[src/core/mss_pkg.sv]
// Purpose: shared constants for the mesh sleep sync controller
// Assumes: 100 MHz ref_clk; sleep times counted in 1 ms ticks
// Notes: register offsets are word indices on the plain register port
package mss_pkg;
	// ===========================================================
	// register map
	localparam logic [3:0] REG_MODE = 4'h0;
	localparam logic [3:0] REG_SLEEP_PERIOD = 4'h1;
	localparam logic [3:0] REG_WAKE_TIME = 4'h2;
	localparam logic [3:0] REG_OPTIONS = 4'h3;
	localparam logic [3:0] REG_CMD = 4'h4;
	localparam logic [3:0] REG_OP_SLEEP = 4'h5;
	localparam logic [3:0] REG_OP_WAKE = 4'h6;
	localparam logic [3:0] REG_STATUS = 4'h7;
	localparam logic [3:0] REG_MISSED = 4'h8;
	// ===========================================================
	// field values and positions
	localparam logic [3:0] MODE_NORMAL = 4'h0;
	localparam logic [3:0] MODE_SUPPORT = 4'h7;
	localparam logic [3:0] MODE_CYCLIC = 4'h8;
	localparam int OPT_PREFERRED = 0;
	localparam int OPT_NON_COORD = 1;
	localparam int OPT_EARLY_WAKE = 2;
	localparam int OPT_STATUS_FRAMES = 3;
	localparam int CMD_NOMINATE = 0;
	localparam logic [15:0] RST_SLEEP_PERIOD = 16'h00C8;
	localparam logic [15:0] RST_WAKE_TIME = 16'h07D0;
	localparam logic [7:0] MISSED_REQ_LIMIT = 8'h06;
	// ===========================================================
	// timing
	localparam int CLK_HZ = 100_000_000;
	localparam int TICK_US = 1000;
	localparam int TICK_CYC = CLK_HZ / 1_000_000 * TICK_US;
	localparam int HOLD_MS = 2000;
	localparam int BTN_WAKE_MS = 30000;
	localparam int PRESS_GAP_MS = 500;
	localparam int LED_FAST_MS = 250;
	localparam int LED_SLOW_MS = 1000;
endpackage : mss_pkg

[src/core/mss_ctrl.sv]
// Purpose: sleep synchronisation controller of a sleeping mesh node
// Assumes: radio link delivers decoded sync and request strobes
// Notes: all time counts run on a 1 ms tick derived from ref_clk
//
// Functional notes
// - after reset the node runs awake, non-sleeping, until a mode is set.
// - modes 7 and 8 take part in network sleep synchronisation.
// - mode 8 alternates sleep and wake periods.
// - a received sync sets the operating sleep and wake times.
// - double button press nominates the node as coordinator.
// - coordinator blinks the association led slowly.
// - led blinks while awake and synchronised.
// - one press wakes a sleeping synchronised node.
// - unsynced node sends request on entering sync mode and at each wake start.
// - synced awake node answers a sync request with a sync.
// - sleep support node stays awake always.
// - holding the button 2 s wakes a cyclic sleeper.
// - button wake lasts 30 s and answers requests.
// - changed local settings make node coordinator unless non-coordinator.
// - new settings apply as soon as their sync is sent.
// - a node missing new settings keeps its old ones.
// - early wake option shifts 16 ms per missed cycle from sleep into wake.
// - support node rejects older sync and sends its own.
// - operating sleep and wake queries return the running values.
// - status reports coordinator role.
// - missed count query returns cycles since last sync.
// - status frames pulse just after wake and just before sleep.
// - options bit 0 makes node send sync every wake start.
// - non-coordinator with six missed cycles requests sync at wake.
`timescale 1ns/1ps
module mss_ctrl (
	// clock and reset
	input wire logic ref_clk,
	input wire logic sys_rst,
	// register port
	input wire logic [3:0] reg_addr,
	input wire logic [15:0] reg_wdata,
	input wire logic reg_wr,
	input wire logic reg_rd,
	output logic [15:0] reg_rdata,
	// radio link, receive side
	input wire logic rx_sync,
	input wire logic rx_request,
	input wire logic [15:0] rx_sleep_period,
	input wire logic [15:0] rx_wake_time,
	input wire logic [7:0] rx_generation,
	// radio link, transmit side
	output logic tx_sync,
	output logic tx_request,
	output logic [15:0] tx_sleep_period,
	output logic [15:0] tx_wake_time,
	output logic [7:0] tx_generation,
	// node pins
	input wire logic button_n,
	output logic assoc_led,
	output logic awake,
	output logic status_frame,
	output logic status_is_wake
);
	typedef enum logic [1:0] {
		ST_NORMAL = 2'b00,
		ST_WAKE = 2'b01,
		ST_SLEEP = 2'b10
	} mss_state_e;

	mss_state_e state;
	logic [3:0] mode;
	logic [15:0] cfg_sleep, cfg_wake, op_sleep, op_wake, run_sleep, run_wake;
	logic [3:0] options;
	logic [7:0] missed, generation;
	logic synced, coord, pending_change, btn_awake;
	logic [16:0] tick_cnt;
	logic tick;
	logic [15:0] phase_ms, btn_ms, press_ms, led_ms;
	logic [1:0] presses;
	logic btn_s1, btn_s2, btn_prev;
	logic led_q;
	logic sync_mode, wake_start, go_sleep, send_sync;

	// ===========================================================
	// decode helpers
	function automatic logic is_sync_mode(input logic [3:0] m);
		is_sync_mode = (m == mss_pkg::MODE_SUPPORT) ||
			(m == mss_pkg::MODE_CYCLIC);
	endfunction : is_sync_mode

	function automatic logic [15:0] ms_of(input int v);
		ms_of = 16'(v);
	endfunction : ms_of

	assign sync_mode = is_sync_mode(mode);

	// early wake trades sleep for wake, capped at the whole sleep
	always_comb begin
		logic [15:0] shift;
		shift = 16'h0000;
		if (options[mss_pkg::OPT_EARLY_WAKE]) begin
			shift = {8'h00, missed} << 4;
		end
		if (shift > op_sleep) begin
			shift = op_sleep;
		end
		run_sleep = op_sleep - shift;
		run_wake = op_wake + shift;
	end

	// ===========================================================
	// 1 ms tick
	always_ff @(posedge ref_clk or posedge sys_rst) begin
		if (sys_rst) begin
			tick_cnt <= 17'h00000;
			tick <= 1'b0;
		end else if (tick_cnt == 17'(mss_pkg::TICK_CYC - 1)) begin
			tick_cnt <= 17'h00000;
			tick <= 1'b1;
		end else begin
			tick_cnt <= tick_cnt + 17'h00001;
			tick <= 1'b0;
		end
	end

	// ===========================================================
	// button: two-flop sync, press counting and hold timing
	always_ff @(posedge ref_clk or posedge sys_rst) begin
		if (sys_rst) begin
			btn_s1 <= 1'b0;
			btn_s2 <= 1'b0;
			btn_prev <= 1'b0;
		end else begin
			btn_s1 <= ~button_n;
			btn_s2 <= btn_s1;
			btn_prev <= btn_s2;
		end
	end

	// presses within the gap window are counted together
	always_ff @(posedge ref_clk or posedge sys_rst) begin
		if (sys_rst) begin
			presses <= 2'h0;
			press_ms <= 16'h0000;
		end else if (btn_s2 && !btn_prev) begin
			presses <= (presses == 2'h3) ? presses : presses + 2'h1;
			press_ms <= 16'h0000;
		end else if (presses != 2'h0 && tick) begin
			if (press_ms == ms_of(mss_pkg::PRESS_GAP_MS)) begin
				presses <= 2'h0;
			end else begin
				press_ms <= press_ms + 16'h0001;
			end
		end
	end

	// hold timer counts only while the button stays down
	logic [15:0] hold_ms;
	logic hold_wake, single_wake, double_press;
	always_ff @(posedge ref_clk or posedge sys_rst) begin
		if (sys_rst) begin
			hold_ms <= 16'h0000;
		end else if (!btn_s2) begin
			hold_ms <= 16'h0000;
		end else if (tick && hold_ms != 16'hFFFF) begin
			hold_ms <= hold_ms + 16'h0001;
		end
	end
	assign hold_wake = btn_s2 && hold_ms == ms_of(mss_pkg::HOLD_MS);
	assign single_wake = presses == 2'h1 && tick &&
		press_ms == ms_of(mss_pkg::PRESS_GAP_MS) && synced;
	assign double_press = presses == 2'h2 && tick &&
		press_ms == ms_of(mss_pkg::PRESS_GAP_MS);

	// ===========================================================
	// register writes and the coordinator role
	always_ff @(posedge ref_clk or posedge sys_rst) begin
		if (sys_rst) begin
			mode <= mss_pkg::MODE_NORMAL;
			cfg_sleep <= mss_pkg::RST_SLEEP_PERIOD;
			cfg_wake <= mss_pkg::RST_WAKE_TIME;
			options <= 4'h0;
		end else if (reg_wr) begin
			case (reg_addr)
				mss_pkg::REG_MODE: mode <= reg_wdata[3:0];
				mss_pkg::REG_SLEEP_PERIOD: cfg_sleep <= reg_wdata;
				mss_pkg::REG_WAKE_TIME: cfg_wake <= reg_wdata;
				mss_pkg::REG_OPTIONS: options <= reg_wdata[3:0];
				default: ;
			endcase
		end
	end

	// settings change waits for the next sync sent, at wake start or in a reply
	logic set_wr;
	assign set_wr = reg_wr && (reg_addr == mss_pkg::REG_SLEEP_PERIOD ||
		reg_addr == mss_pkg::REG_WAKE_TIME);
	always_ff @(posedge ref_clk or posedge sys_rst) begin
		if (sys_rst) begin
			pending_change <= 1'b0;
			coord <= 1'b0;
		end else begin
			if (set_wr && !options[mss_pkg::OPT_NON_COORD] &&
				reg_wdata != (reg_addr == mss_pkg::REG_SLEEP_PERIOD ?
				op_sleep : op_wake)) begin
				pending_change <= 1'b1;
				coord <= 1'b1;
			end else if (send_sync) begin
				pending_change <= 1'b0;
			end
			if ((double_press || (reg_wr && reg_addr == mss_pkg::REG_CMD &&
				reg_wdata[mss_pkg::CMD_NOMINATE])) &&
				!options[mss_pkg::OPT_NON_COORD]) begin
				coord <= 1'b1;
			end else if (rx_sync && rx_generation > generation &&
				!pending_change && !set_wr) begin
				coord <= 1'b0; // a newer coordinator outranks us
			end
		end
	end

	// ===========================================================
	// sleep and wake sequencing
	assign wake_start = (state == ST_SLEEP && tick &&
		phase_ms >= run_sleep) || (state == ST_SLEEP && (hold_wake ||
		single_wake)) ||
		(state == ST_SLEEP && mode != mss_pkg::MODE_CYCLIC);
	assign go_sleep = state == ST_WAKE && tick && phase_ms >= run_wake &&
		!btn_awake && mode == mss_pkg::MODE_CYCLIC;

	always_ff @(posedge ref_clk or posedge sys_rst) begin
		if (sys_rst) begin
			state <= ST_NORMAL;
			phase_ms <= 16'h0000;
		end else if (!sync_mode) begin
			state <= ST_NORMAL;
			phase_ms <= 16'h0000;
		end else if (state == ST_NORMAL || wake_start) begin
			state <= ST_WAKE;
			phase_ms <= 16'h0000;
		end else if (go_sleep) begin
			state <= ST_SLEEP;
			phase_ms <= 16'h0000;
		end else if (rx_sync && rx_generation >= generation &&
			state == ST_WAKE && !coord) begin
			phase_ms <= 16'h0000; // realign to the coordinator
		end else if (tick) begin
			phase_ms <= phase_ms + 16'h0001;
		end
	end

	// button wake holds the node up for a fixed time
	always_ff @(posedge ref_clk or posedge sys_rst) begin
		if (sys_rst) begin
			btn_awake <= 1'b0;
			btn_ms <= 16'h0000;
		end else if (hold_wake || single_wake) begin
			btn_awake <= 1'b1;
			btn_ms <= 16'h0000;
		end else if (btn_awake && tick) begin
			if (btn_ms == ms_of(mss_pkg::BTN_WAKE_MS) - 16'h0001) begin
				btn_awake <= 1'b0;
			end
			btn_ms <= btn_ms + 16'h0001;
		end
	end

	// ===========================================================
	// sync state, operating times and missed count
	logic newer_rx, older_rx;
	assign newer_rx = rx_sync && rx_generation >= generation;
	assign older_rx = rx_sync && rx_generation < generation && synced;

	always_ff @(posedge ref_clk or posedge sys_rst) begin
		if (sys_rst) begin
			op_sleep <= mss_pkg::RST_SLEEP_PERIOD;
			op_wake <= mss_pkg::RST_WAKE_TIME;
			generation <= 8'h00;
			synced <= 1'b0;
		end else if (send_sync && pending_change) begin
			op_sleep <= cfg_sleep;
			op_wake <= cfg_wake;
			generation <= generation + 8'h01;
			synced <= 1'b1;
		end else if (newer_rx && sync_mode && !pending_change) begin
			op_sleep <= rx_sleep_period;
			op_wake <= rx_wake_time;
			generation <= rx_generation;
			synced <= 1'b1;
		end else if (!synced && state == ST_NORMAL) begin
			op_sleep <= cfg_sleep; // own period until synced
			op_wake <= cfg_wake;
		end
	end // missed updates leave op values as they were

	always_ff @(posedge ref_clk or posedge sys_rst) begin
		if (sys_rst) begin
			missed <= 8'h00;
		end else if (newer_rx) begin
			missed <= 8'h00;
		end else if (wake_start && missed != 8'hFF) begin
			missed <= missed + 8'h01;
		end
	end

	// ===========================================================
	// link transmit: syncs, replies and requests
	logic ask;
	assign send_sync = sync_mode && synced | pending_change &&
		((wake_start && (coord || options[mss_pkg::OPT_PREFERRED])) ||
		(rx_request && state == ST_WAKE) ||
		(older_rx && mode == mss_pkg::MODE_SUPPORT));
	assign ask = sync_mode && ((wake_start || state == ST_NORMAL) &&
		!synced || wake_start && options[mss_pkg::OPT_NON_COORD] &&
		missed >= mss_pkg::MISSED_REQ_LIMIT - 8'h01);

	always_ff @(posedge ref_clk or posedge sys_rst) begin
		if (sys_rst) begin
			tx_sync <= 1'b0;
			tx_request <= 1'b0;
			tx_sleep_period <= 16'h0000;
			tx_wake_time <= 16'h0000;
			tx_generation <= 8'h00;
		end else begin
			tx_sync <= send_sync;
			tx_request <= ask && !send_sync;
			if (send_sync) begin
				tx_sleep_period <= pending_change ? cfg_sleep : op_sleep;
				tx_wake_time <= pending_change ? cfg_wake : op_wake;
				tx_generation <= pending_change ? generation + 8'h01 :
					generation;
			end
		end
	end

	// ===========================================================
	// led, awake pin and status frames
	always_ff @(posedge ref_clk or posedge sys_rst) begin
		if (sys_rst) begin
			led_ms <= 16'h0000;
			led_q <= 1'b0;
		end else if (!(coord || synced) || state == ST_SLEEP) begin
			led_ms <= 16'h0000;
			led_q <= 1'b0;
		end else if (tick) begin
			if (led_ms >= ms_of(coord ? mss_pkg::LED_SLOW_MS :
				mss_pkg::LED_FAST_MS)) begin
				led_ms <= 16'h0000;
				led_q <= ~led_q;
			end else begin
				led_ms <= led_ms + 16'h0001;
			end
		end
	end

	always_ff @(posedge ref_clk or posedge sys_rst) begin
		if (sys_rst) begin
			assoc_led <= 1'b0;
			awake <= 1'b1;
			status_frame <= 1'b0;
			status_is_wake <= 1'b0;
		end else begin
			assoc_led <= led_q;
			awake <= state != ST_SLEEP || wake_start; // up with wake frame
			status_frame <= options[mss_pkg::OPT_STATUS_FRAMES] &&
				(wake_start || go_sleep);
			if (wake_start || go_sleep) begin
				status_is_wake <= wake_start;
			end
		end
	end

	// ===========================================================
	// register reads, data one cycle after the strobe
	always_ff @(posedge ref_clk or posedge sys_rst) begin
		if (sys_rst) begin
			reg_rdata <= 16'h0000;
		end else if (reg_rd) begin
			case (reg_addr)
				mss_pkg::REG_MODE: reg_rdata <= {12'h000, mode};
				mss_pkg::REG_SLEEP_PERIOD: reg_rdata <= cfg_sleep;
				mss_pkg::REG_WAKE_TIME: reg_rdata <= cfg_wake;
				mss_pkg::REG_OPTIONS: reg_rdata <= {12'h000, options};
				mss_pkg::REG_OP_SLEEP: reg_rdata <= run_sleep;
				mss_pkg::REG_OP_WAKE: reg_rdata <= run_wake;
				mss_pkg::REG_STATUS: reg_rdata <= {10'h000, pending_change,
					btn_awake, state == ST_SLEEP, synced, coord,
					sync_mode};
				mss_pkg::REG_MISSED: reg_rdata <= {8'h00, missed};
				default: reg_rdata <= 16'h0000;
			endcase
		end else begin
			reg_rdata <= 16'h0000;
		end
	end
endmodule : mss_ctrl

[config.mk]
export PLATFORM = sky130hd
export DESIGN_NAME = mss_ctrl
export DESIGN_NICKNAME = d
export VERILOG_FILES = /design/src/core/mss_pkg.sv /design/src/core/mss_ctrl.sv
export SDC_FILE = /design/constraint.sdc
export NUM_CORES = 1
export LEC_CHECK = 0
export BUFFER_PORTS_ARGS = -buffer_cell sky130_fd_sc_hd__buf_2
export CORE_ASPECT_RATIO = 1.2
export CORE_MARGIN = 2
export CORE_UTILIZATION = 45
export DETAILED_ROUTE_END_ITERATION = 6
export GPL_TIMING_DRIVEN = 0
export PLACE_DENSITY = 0.71
export SLEW_MARGIN = 30
export SYNTH_ARGS = -nofsm -noshare
export SYNTH_HDL_FRONTEND = slang
export SYNTH_SLANG_ARGS = --single-unit
[constraint.sdc]
create_clock -name ref_clk -period 17.1 [get_ports ref_clk]
set_input_delay 3.42 -clock ref_clk [delete_from_list [all_inputs] [get_ports ref_clk]]
set_output_delay 3.42 -clock ref_clk [all_outputs]
set_load 0.02 [all_outputs]
Word level (Yosys, flattened, before mapping)
Index checks and enable logic that the tools add are counted.

Equal/unequal tests: 29. Reduce and logical (&&, ||, !) cells: 94. Multiplexer cells: 56. Bitwise operators: 3. Order comparisons: 8. Add/sub/neg operators: 11.

Operators with widths (count): 2-to-1 mux 16 bit (26); one-hot mux 16 bit (8 select lines) (1); adder 16 x 1 -> 16 bit, second input constant (5); logical AND 1 bit (48); 2-to-1 mux 8 bit (5); greater-or-equal comparator 16 bit (2); equality test 4 x 3 -> 1 bit, second input constant (5); nonzero test 2 bit (10); adder 17 x 1 -> 17 bit, second input constant (1); equality test 17 bit, second input constant (1); 2-to-1 mux 17 bit (1); adder 16 bit (1); adder 8 x 1 -> 8 bit, second input constant (2); equality test 16 x 11 -> 1 bit, second input constant (1); equality test 16 x 15 -> 1 bit, second input constant (1); equality test 16 x 9 -> 1 bit, second input constant (1); greater-or-equal comparator 16 x 10 -> 1 bit (1); greater-than comparator 16 bit (1); != test 16 bit (1); != test 16 bit, second input constant (1); subtractor 16 bit (1); logical OR 1 bit (15); 2-to-1 mux 1 bit (14); 2-to-1 mux 2 bit (7); other kinds (26) (49).

Input port bits: 67. Output and inout bits: 62. Flip-flop bits (word level): 260.

Depth between registers and ports, before layout
Gate-level depths: netlist of the first run.

Word-level depth: 14. Mapped depth: 29. Mapped depth without buffers: 27.

Worst setup path after synthesis of the first run
Ideal clock, no wire load.

Path type: register to register. From: register options[2]. To: register op_sleep[12]. Buffers on the path: 2. Clock period less this slack: 6.118 ns. Required time: 16.975 ns. Data arrival time: 5.992 ns. Path slack: 10.982 ns. Library setup time: 0.125 ns. Stages on the path, launching flop included: 27. Path through: dfrtp_1 -> and2_1 -> ha_1 -> nand4_1 -> inv_1 -> nand4_1 -> o41ai_1 -> clkbuf_1 -> nor2_1 -> a21o_1 -> inv_1 -> ha_1 -> o21a_1 -> o2111ai_1 -> a31oi_1 -> a2111oi_0 -> xnor2_1 -> ha_1 -> nand4_1 -> nor2_1 -> o2bb2ai_1 -> a211oi_1 -> a311oi_2 -> o211ai_4 -> o311ai_4 -> buf_12 -> mux2_4.

Word-level cells in the longest chain between the ends: 14.

Ends and longest elaborated chain: from (decl) (line mss_ctrl.sv:69) `logic [3:0] options;`; from (signal assigned) (line mss_ctrl.sv:184) `mss_pkg::REG_OPTIONS: options <= reg_wdata[3:0];`; 2-to-1 mux 12 bit (*) (line mss_ctrl.sv:97) `if (options[mss_pkg::OPT_EARLY_WAKE]) begin`; greater-than comparator 16 bit (line mss_ctrl.sv:100) `if (shift > op_sleep) begin`; 2-to-1 mux 16 bit (*) (line mss_ctrl.sv:100); subtractor 16 bit (*) (line mss_ctrl.sv:103) `run_sleep = op_sleep - shift;`; greater-or-equal comparator 16 bit (*) (line mss_ctrl.sv:221) `phase_ms >= run_sleep) || (state == ST_SLEEP && (hold_wake ||`; logical AND 1 bit (*) (line mss_ctrl.sv:220) `assign wake_start = (state == ST_SLEEP && tick &&`; logical OR 1 bit (*) (line mss_ctrl.sv:221); logical OR 1 bit (*) (line mss_ctrl.sv:222) `single_wake)) ||`; logical AND 1 bit (*) (line mss_ctrl.sv:306) `((wake_start && (coord || options[mss_pkg::OPT_PREFERRED])) ||`; logical OR 1 bit (*) (line mss_ctrl.sv:306); logical OR 1 bit (*) (line mss_ctrl.sv:307) `(rx_request && state == ST_WAKE) ||`; logical AND 1 bit (*) (line mss_ctrl.sv:305) `assign send_sync = sync_mode && synced | pending_change &&`; logical AND 1 bit (*) (line mss_ctrl.sv:276) `end else if (send_sync && pending_change) begin`; nonzero test 3 bit (no source line) or 2-to-1 mux 16 bit (tied branches); to (signal assigned) (line mss_ctrl.sv:277) `op_sleep <= cfg_sleep;`; to (signal assigned) (line mss_ctrl.sv:282) `op_sleep <= rx_sleep_period;`; to (signal assigned) (line mss_ctrl.sv:287) `op_sleep <= cfg_sleep;`; to (decl) (line mss_ctrl.sv:68) `logic [15:0] cfg_sleep, cfg_wake, op_sleep, op_wake, run_sleep, run_wake;`.

Mark *: on every way between the ends. The rest lies on a longest branch, timed or not. A chain may end at the register's enable or synchronous reset.

Worst setup path in the final report of the first run
From: register options[2]. To: register op_sleep[1].

Same word-level chain as after synthesis.

==> impl_results.md, run 1 <==
- Psw: roughly 860 uW
- Total gr overflow: 0
- Final Cycle Share: between 40% and 50%
- TritonCTS clock tree: done
- Post-synth top cells: dfrtp_1 (241), nor2_1 (151), nand2_1 (136)
- CTS H-tree depth: 1
- Global routing's busiest layer: met2
- Area Growth Syn to Fin: 15.0%
- Synth unique cells: 83
- Min Hold Slack: 0.348 ns
- Area share of xor/xnor cells in the synthesized design: between 7 and 8%
- Post-synthesis sequential area ratio: 41.9%
- Setup repair bufs after CTS: 0
- Via count: 12.6k
- Vias in the first global route: about 13k
- Met2 Use GR: between 40 and 50%
- Clock network fraction of total power: 28.2%
- Stages on worst setup path: 26
- Register Area: between 6000 and 7000 um^2
- Leak: between 8 and 9 nW
- Clock skew: roughly 0.06 ns
- Post-synth top area share: between 30% and 40%
- Die Width: between 150 and 200 um
- Synth area leaders: dfrtp_1 (39%), ha_1 (7.5%), mux2i_1 (5.3%)
- Most common cell on crit path: ha_1
- Max Cap Viol: 0
- Async set or reset register ratio after synthesis: 100%
- WP data required: approximately 18 ns
- Vias per cell: approximately 5.7
- Power Internal: about 1.5 mW
- Remaining DRCs: 0
- GPL Wtd Cong: approximately 0.9
- Fmax: around 130 MHz
- Slew Limit Fails: 0
- Worst-case clock buffer depth: 3
- Sum of negative setup slack: 0 ns
- Worst Path Class, Setup: flop to flop
- Maximum vdd drop: 0.0974 mV
- Fillcell total: 3089
- Row count: 74
- Post-synthesis compound-gate area fraction: approximately 11%
- Clock slew at reported path FFs: about 0.070 ns
- Ys flop type: dfrtp_1
- Worst Path Max Fanout: 10
- Post-DP HPWL: 33.9 mm
- Initial Utilization: 45.7%
- Clock Latency Late Sink: about 0.60 ns
- YS warnings: 0
- Largest net degree at the start of global routing: between 90 and 100
- GRT Total Usage: between 20% and 30%
- Clk sinks: 260
- Flop pwr share: between 30% and 40%
- Post-route cell area: 17900 um^2
- Register bit total from synthesis: 260
- Critical Path Slowest Stage Cell: a211oi_1
- DR pass1 iterations: 5
- P per Cell Area: roughly 130 nW/um^2
- Reg2Reg Depth: 26
- Worst EP arrival: between 8 and 9 ns
- Antenna Nets Post-Route: 0
- Most numerous cell in the Yosys netlist: dfrtp_1
- WP buf/inv: 3
- RSZ-0062 raised after global routing: no
- Met1 Usage GRT: around 28%
- Comb pwr share: between 30% and 40%
- Worst-Margin Slew: around 1.0 ns
- Number of synthesized flops with an enable pin: 0
- Hold_buf cts: 0
- Initial antenna violation count: 6
- Met3 GRT Util: under 10%
- Worst path max stage delay: 0.73 ns
- Switching part of the total: between 30% and 40%
- Main combinational cell family by area after synthesis: simple AND/OR/NAND/NOR gates
- Cell family with most CP delay: compound AO/OA/AOI/OAI gates
- Max-slew headroom: about 32%
- Post-Synth Simple-Gate Area: 16.8%
- Post-Route WL: between 40 and 50 mm
- CTS resizes: 0
- Critical path endpoint category: flop
- Synth Area in Adders: about 7.6%
- Startpoint class of the critical path: flop
- Fraction of layout cells with a size suffix above 1: between 10% and 20%
- Port Buf Inserts: about 130
- Mux share of post-synthesis cell area: 12.0%
- Clock root buffer master: clkbuf_16
- Fin crit period: 7.74 ns
- Final-report setup violation count: 0
- Hold depth: 0
- Final Hold Viols: 0
- Multi-input gate area: between 8000 and 9000 um^2
- Post-synth top area cell: dfrtp_1
- Hold Path Class: flop to flop
- Synth Area per Inst: between 9 and 10 um^2
- Iteration-0 DRC Markers: slightly below 1k
- Global-route wire length before repair: 69.6 mm
- Die Span Y: between 200 and 250 um
- Die ar.: around 36000 um^2
- Placed Instance Area: 16900 um^2
- DR WL/cell: 20.1 um
- IO Count: around 130
- Syn Inst Count: 1559
- Nets: between 1.5k and 2k
- Floorplan Core Area: approximately 34000 um^2
- Post-synthesis cell area: 15600 um^2
- Status: complete, no violations
- TritonCTS Buffers: 28
-- stage by stage --
stage / instances / total power [mW] / worst slack, ns / util [%]
after floorplan: 1562 / 1.41 / 6.56 / -
after global placement: 2144 / 1.65 / 3.71 / 49.3
after detailed placement: 2147 / 1.68 / 9.51 / 49.6
after CTS: 2197 / 2.34 / 9.40 / 52.5
after global routing: 2198 / 2.46 / 8.86 / 52.6
final: 2199 / 2.34 / 9.36 / 52.6
-- area by class of cell --
type / instances / area share, %
diodes: 2 / 0.0279
plain buffers: 52 / 1.33
repair buffers: 129 / 3.87
flip-flops and latches: 260 / 36.5
clock buffers: 35 / 4.34
clock inverters: 15 / 1.29
inverters: 64 / 1.38
multi-input cells: 1186 / 48.1
well taps: 456 / 3.19
-- path summary, 6_finish.rpt --
check	startpoint	to	slack (ns)
max	options[2]	op_sleep[1]	9.36
min	btn_s1	btn_s2	0.35
max reg2reg	options[2]	op_sleep[1]	9.36
min reg2reg	btn_s1	btn_s2	0.35
max in group asynchronous	sys_rst	reg_rdata[6]	13.27
min in group asynchronous	sys_rst	tick_cnt[13]	2.91
-- power by group through the flow --
stage | Clock [mW] | Combinational (mW) | Sequential, mW
floorplan | 0 | 0.564 | 0.848
global placement | 0 | 0.773 | 0.875
detailed placement | 0 | 0.798 | 0.877
CTS | 0.673 | 0.803 | 0.867
global route | 0.700 | 0.880 | 0.879
finish | 0.660 | 0.806 | 0.873
-- state kept, by name, summed over array words and instances (netlist names), 16 cells and up --
register,cells
cfg_sleep,16
tx_wake_time,16
phase_ms,16
reg_rdata,16
led_ms,16
hold_ms,16
cfg_wake,16
btn_ms,16
op_wake,16
press_ms,16
tx_sleep_period,16
op_sleep,16
tick_cnt,17
-- routing by layer --
metal / part of all wire (%) / wire (um)
met3: 5.6 / 2470
met4: 6.2 / 2750
met5: 0.10 / 45
met1: 39 / 17300
met2: 49 / 21700
-- cell usage in the layout (no fill, tap or decap), types with 7 or more instances in the layout --
cell type / count
a21o_1: 23
a21oi_1: 45
a22oi_1: 8
a31oi_1: 14
and2_1: 31
and3_1: 16
buf_2: 129
clkbuf_1: 45
clkbuf_16: 28
clkinv_2: 7
dfrtp_1: 241
dfstp_2: 19
ha_1: 93
inv_1: 63
mux2_2: 68
mux2_4: 19
mux2i_1: 82
nand2_1: 136
nand2b_1: 15
nand3_1: 46
nand4_1: 34
nor2_1: 151
nor2b_1: 11
nor3_1: 23
nor3b_1: 7
nor4_1: 17
o21a_1: 12
o21ai_0: 71
o21ai_1: 7
or3_1: 7
xnor2_1: 71
xor2_1: 58
-- kinds of logic after synthesis --
group / after synthesis
and+or+nand+nor: 531
DFF: 260
AOI/OAI and AO/OA: 258
muxes: 169
xor gates and xnor gates: 129
buffers and inverters: 116
adders and majority gates: 94
other: 2
Power figures use the tool's default switching activity.
==> run 2, diff against run 1 <==
Settings changed: ABC_AREA set to 1.
Clock period 17.1 ns to 7.95 ns, I/O delays scaled along.
==> impl_results.md, run 2 <==
- Cell count after placement: 2751 (+28%)
- Async set or reset register ratio after synthesis: 100% (unchanged)
- Antenna Nets Post-Route: 0 (unchanged)
- Nets: 2474 (+31%)
- Sum of negative setup slack: 0 ns (unchanged)
- Worst-case clock buffer depth: 3 (unchanged)
- Floorplan Core Area: 35800 um^2 (+4.9%)
- Synth Area per Inst: 7.57 um^2 (-24%)
- TritonCTS Buffers: 28 (unchanged)
- Largest net degree at the start of global routing: 31 (-66%)
- Post-synth top area cell: dfrtp_1
- Top reg by flops: tick_cnt
- Synth area leaders: dfrtp_1 (37%), nand2_1 (13%), ha_1 (7.2%)
- Post-DP HPWL: 39.1 mm (+15%)
- Comb pwr share: 34.9% (+0.4 points)
- Area Growth Syn to Fin: 15.3%
- Vias per cell: 5.46 (-4.5%)
- Leak: 9.53 nW (+12%)
- Clock network fraction of total power: 28.9% (+0.7 points)
- Status: complete, no violations
- Global-route wire length before repair: 79.8 mm (+15%)
- GPL Wtd Cong: 0.958 (+4.5%)
- Global routing's busiest layer: met2
- DR pass1 iterations: 5 (unchanged)
- Post-Route WL: 49.5 mm (+12%)
- Fin crit period: 6.03 ns (-1.71 ns)
- Hold Path Class: flop to flop
- Final-report setup violation count: 0 (unchanged)
- Post-synth top area share: 37.2% (-1.6 points)
- Via count: 15.3k (+22%)
- Total gr overflow: 0 (unchanged)
- Setup repair bufs after CTS: 0 (unchanged)
- Die ar.: 37600 um^2 (+4.1%)
- Worst EP arrival: 6.52 ns (-1.65 ns)
- Startpoint class of the critical path: flop
- Met3 GRT Util: 3.33% (-0.70 points)
- Clock skew: 0.0332 ns (-0.0253 ns)
- Initial Utilization: 45.4% (-0.33 points)
- Clock slew at reported path FFs: 0.07 ns (about the same)
- Synth unique cells: 57 (-31%)
- DR WL/cell: 17.6 um (-12%)
- Clock Latency Late Sink: 0.60 ns (about the same)
- Critical Path Slowest Stage Cell: a21boi_0
- Commonest non-fill, non-tap cell in the layout: nand2_1
- Critical path endpoint category: flop
- P per Cell Area: 264 nW/um^2 (+100%)
- WP buf/inv: 4 (+1)
- Final Worst Setup Slack: 1.92 ns (-7.44 ns)
- Post-synthesis sequential area ratio: 40.2% (-1.7 points)
- YS warnings: 0 (unchanged)
- RSZ-0062 raised after global routing: no
- Most common cell on crit path: nand2_1
- Fraction of layout cells with a size suffix above 1: 12.3% (-5.9 points)
- Post-Place Worst Slack: 1.99 ns (-7.52 ns)
- Max-slew headroom: 48.0% (+16 points)
- Worst-Margin Slew: 0.774 ns (-0.226 ns)
- Die Width: 177 um (+2.0%)
- Maximum vdd drop: 0.310 mV (+220%)
- Clock root buffer master: clkbuf_16
- Cell family with most CP delay: simple AND/OR/NAND/NOR gates
- CTS resizes: 0 (unchanged)
- Post-synthesis cell area: 16200 um^2 (+4.2%)
- Worst Path Class, Setup: flop to flop
- IO Count: 129 (unchanged)
- Final Cycle Share: 75.9% (+31 points)
- Row count: 76 (+2.7%)
- Vias in the first global route: 14.9k (+17%)
- Met1 Usage GRT: 36.9% (+8.6 points)
- Number of synthesized flops with an enable pin: 0 (unchanged)
- Slew Limit Fails: 0 (unchanged)
- Final Hold Viols: 0 (unchanged)
- Post-Layout Cell Count: 2805 (+28%)
- Most numerous cell in the Yosys netlist: nand2_1
- TritonCTS clock tree: done
- Syn Inst Count: 2142 (+37%)
- Remaining DRCs: 0 (unchanged)
- Worst Path Max Fanout: 10 (unchanged)
- Register bit total from synthesis: 260 (unchanged)
- Iteration-0 DRC Markers: 1398 (+43%)
- WP data required: 8.44 ns (-9.09 ns)
- Max Cap Viol: 0 (unchanged)
- GRT Total Usage: 26.9% (+2.5 points)
- Port Buf Inserts: 128 (+1.6%)
- Power Internal: 3.00 mW (+100%)
- Clk sinks: 260 (unchanged)
- Hold_buf cts: 0 (unchanged)
- CTS H-tree depth: 1 (unchanged)
- Initial antenna violation count: 1 (-5)
- Die Span Y: 212 um (+2.0%)
- Switching part of the total: 39.2% (+2.4 points)
- Post-synth top cells: nand2_1 (546), inv_1 (290), dfrtp_1 (241)
- Met2 Use GR: 43.7% (+1.2 points)
- Max reg flops: 17 (unchanged)
- Fmax: 166 MHz (+28%)
- Psw: 1.94 mW (+120%)
- Worst path max stage delay: 0.40 ns (-0.33 ns)
- Ys flop type: dfrtp_1
- Flop pwr share: 36.2% (-1.1 points)
- Most frequent cells in the layout: nand2_1 (546), inv_1 (289), dfrtp_1 (241)
## run 2: cell types whose count changed in the layout (fill, tap and decap cells not counted), moves of 57 or more
cell | previous run | this run
xnor2_1 | 71 | 7
mux2i_1 | 82 | 0
nand2_1 | 136 | 546
o21ai_0 | 71 | 131
nand3_1 | 46 | 139
nand4_1 | 34 | 91
inv_1 | 63 | 289
## run 2: layout make-up
cell class,count,area (um^2)
fill,3537,17000
multi-input combinational,1534,8320
sequential,260,6530
inverter,298,1120
timing repair buffer,138,863
clock buffer,34,763
tap,468,586
buffer,53,268
clock inverter,18,256
antenna,2,5.00
## run 2: routing by layer
layer  vias up  part of all wire [%]
met2       526                    46
met4         2                   3.7
met1      7295                    43
li1       7405                     -
met5         -                 0.016
met3        98                   7.1
## run 2: path summary, 6_finish.rpt
| check | start | end | slack [ns] | cells past startpoint |
|---|---|---|---|---|
| max | options[2] | phase_ms[13] | 1.92 | 28 |
| min | btn_s1 | btn_s2 | 0.36 | 0 |
| max reg2reg | options[2] | phase_ms[13] | 1.92 | 28 |
| min reg2reg | btn_s1 | btn_s2 | 0.36 | 0 |
| max in group asynchronous | sys_rst | cfg_sleep[7] | 5.52 | 7 |
| min in group asynchronous | sys_rst | led_ms[3] | 1.01 | 2 |
## run 2: per-stage QoR
stage,util [%],hold slack (ns),area [um^2],total power [mW]
2_1_floorplan,-,0.331,16200,2.94
3_3_place_gp,48.9,0.339,17500,3.42
3_5_place_dp,49.5,0.350,17700,3.49
4_1_cts,52.3,0.365,18700,4.94
5_1_grt,52.3,0.366,18700,5.28
6_report,52.3,0.357,18700,4.95
## run 2: power by group through the flow
stage	Sequential [mW]	Combinational (mW)	Clock, mW
CTS	1.78	1.70	1.46
finish	1.79	1.73	1.43
global placement	1.79	1.63	0
global route	1.80	1.96	1.51
floorplan	1.77	1.17	0
detailed placement	1.80	1.69	0
## run 2: kinds of logic after synthesis
family	Yosys count	share of synthesized area (%)
AOI/OAI and AO/OA	294	10.0
xor gates and xnor gates	70	3.78
adders and majority gates	94	7.29
buffers and inverters	351	8.54
DFF	260	40.2
muxes	23	1.60
other	2	0.0463
and+or+nand+nor	1048	28.5
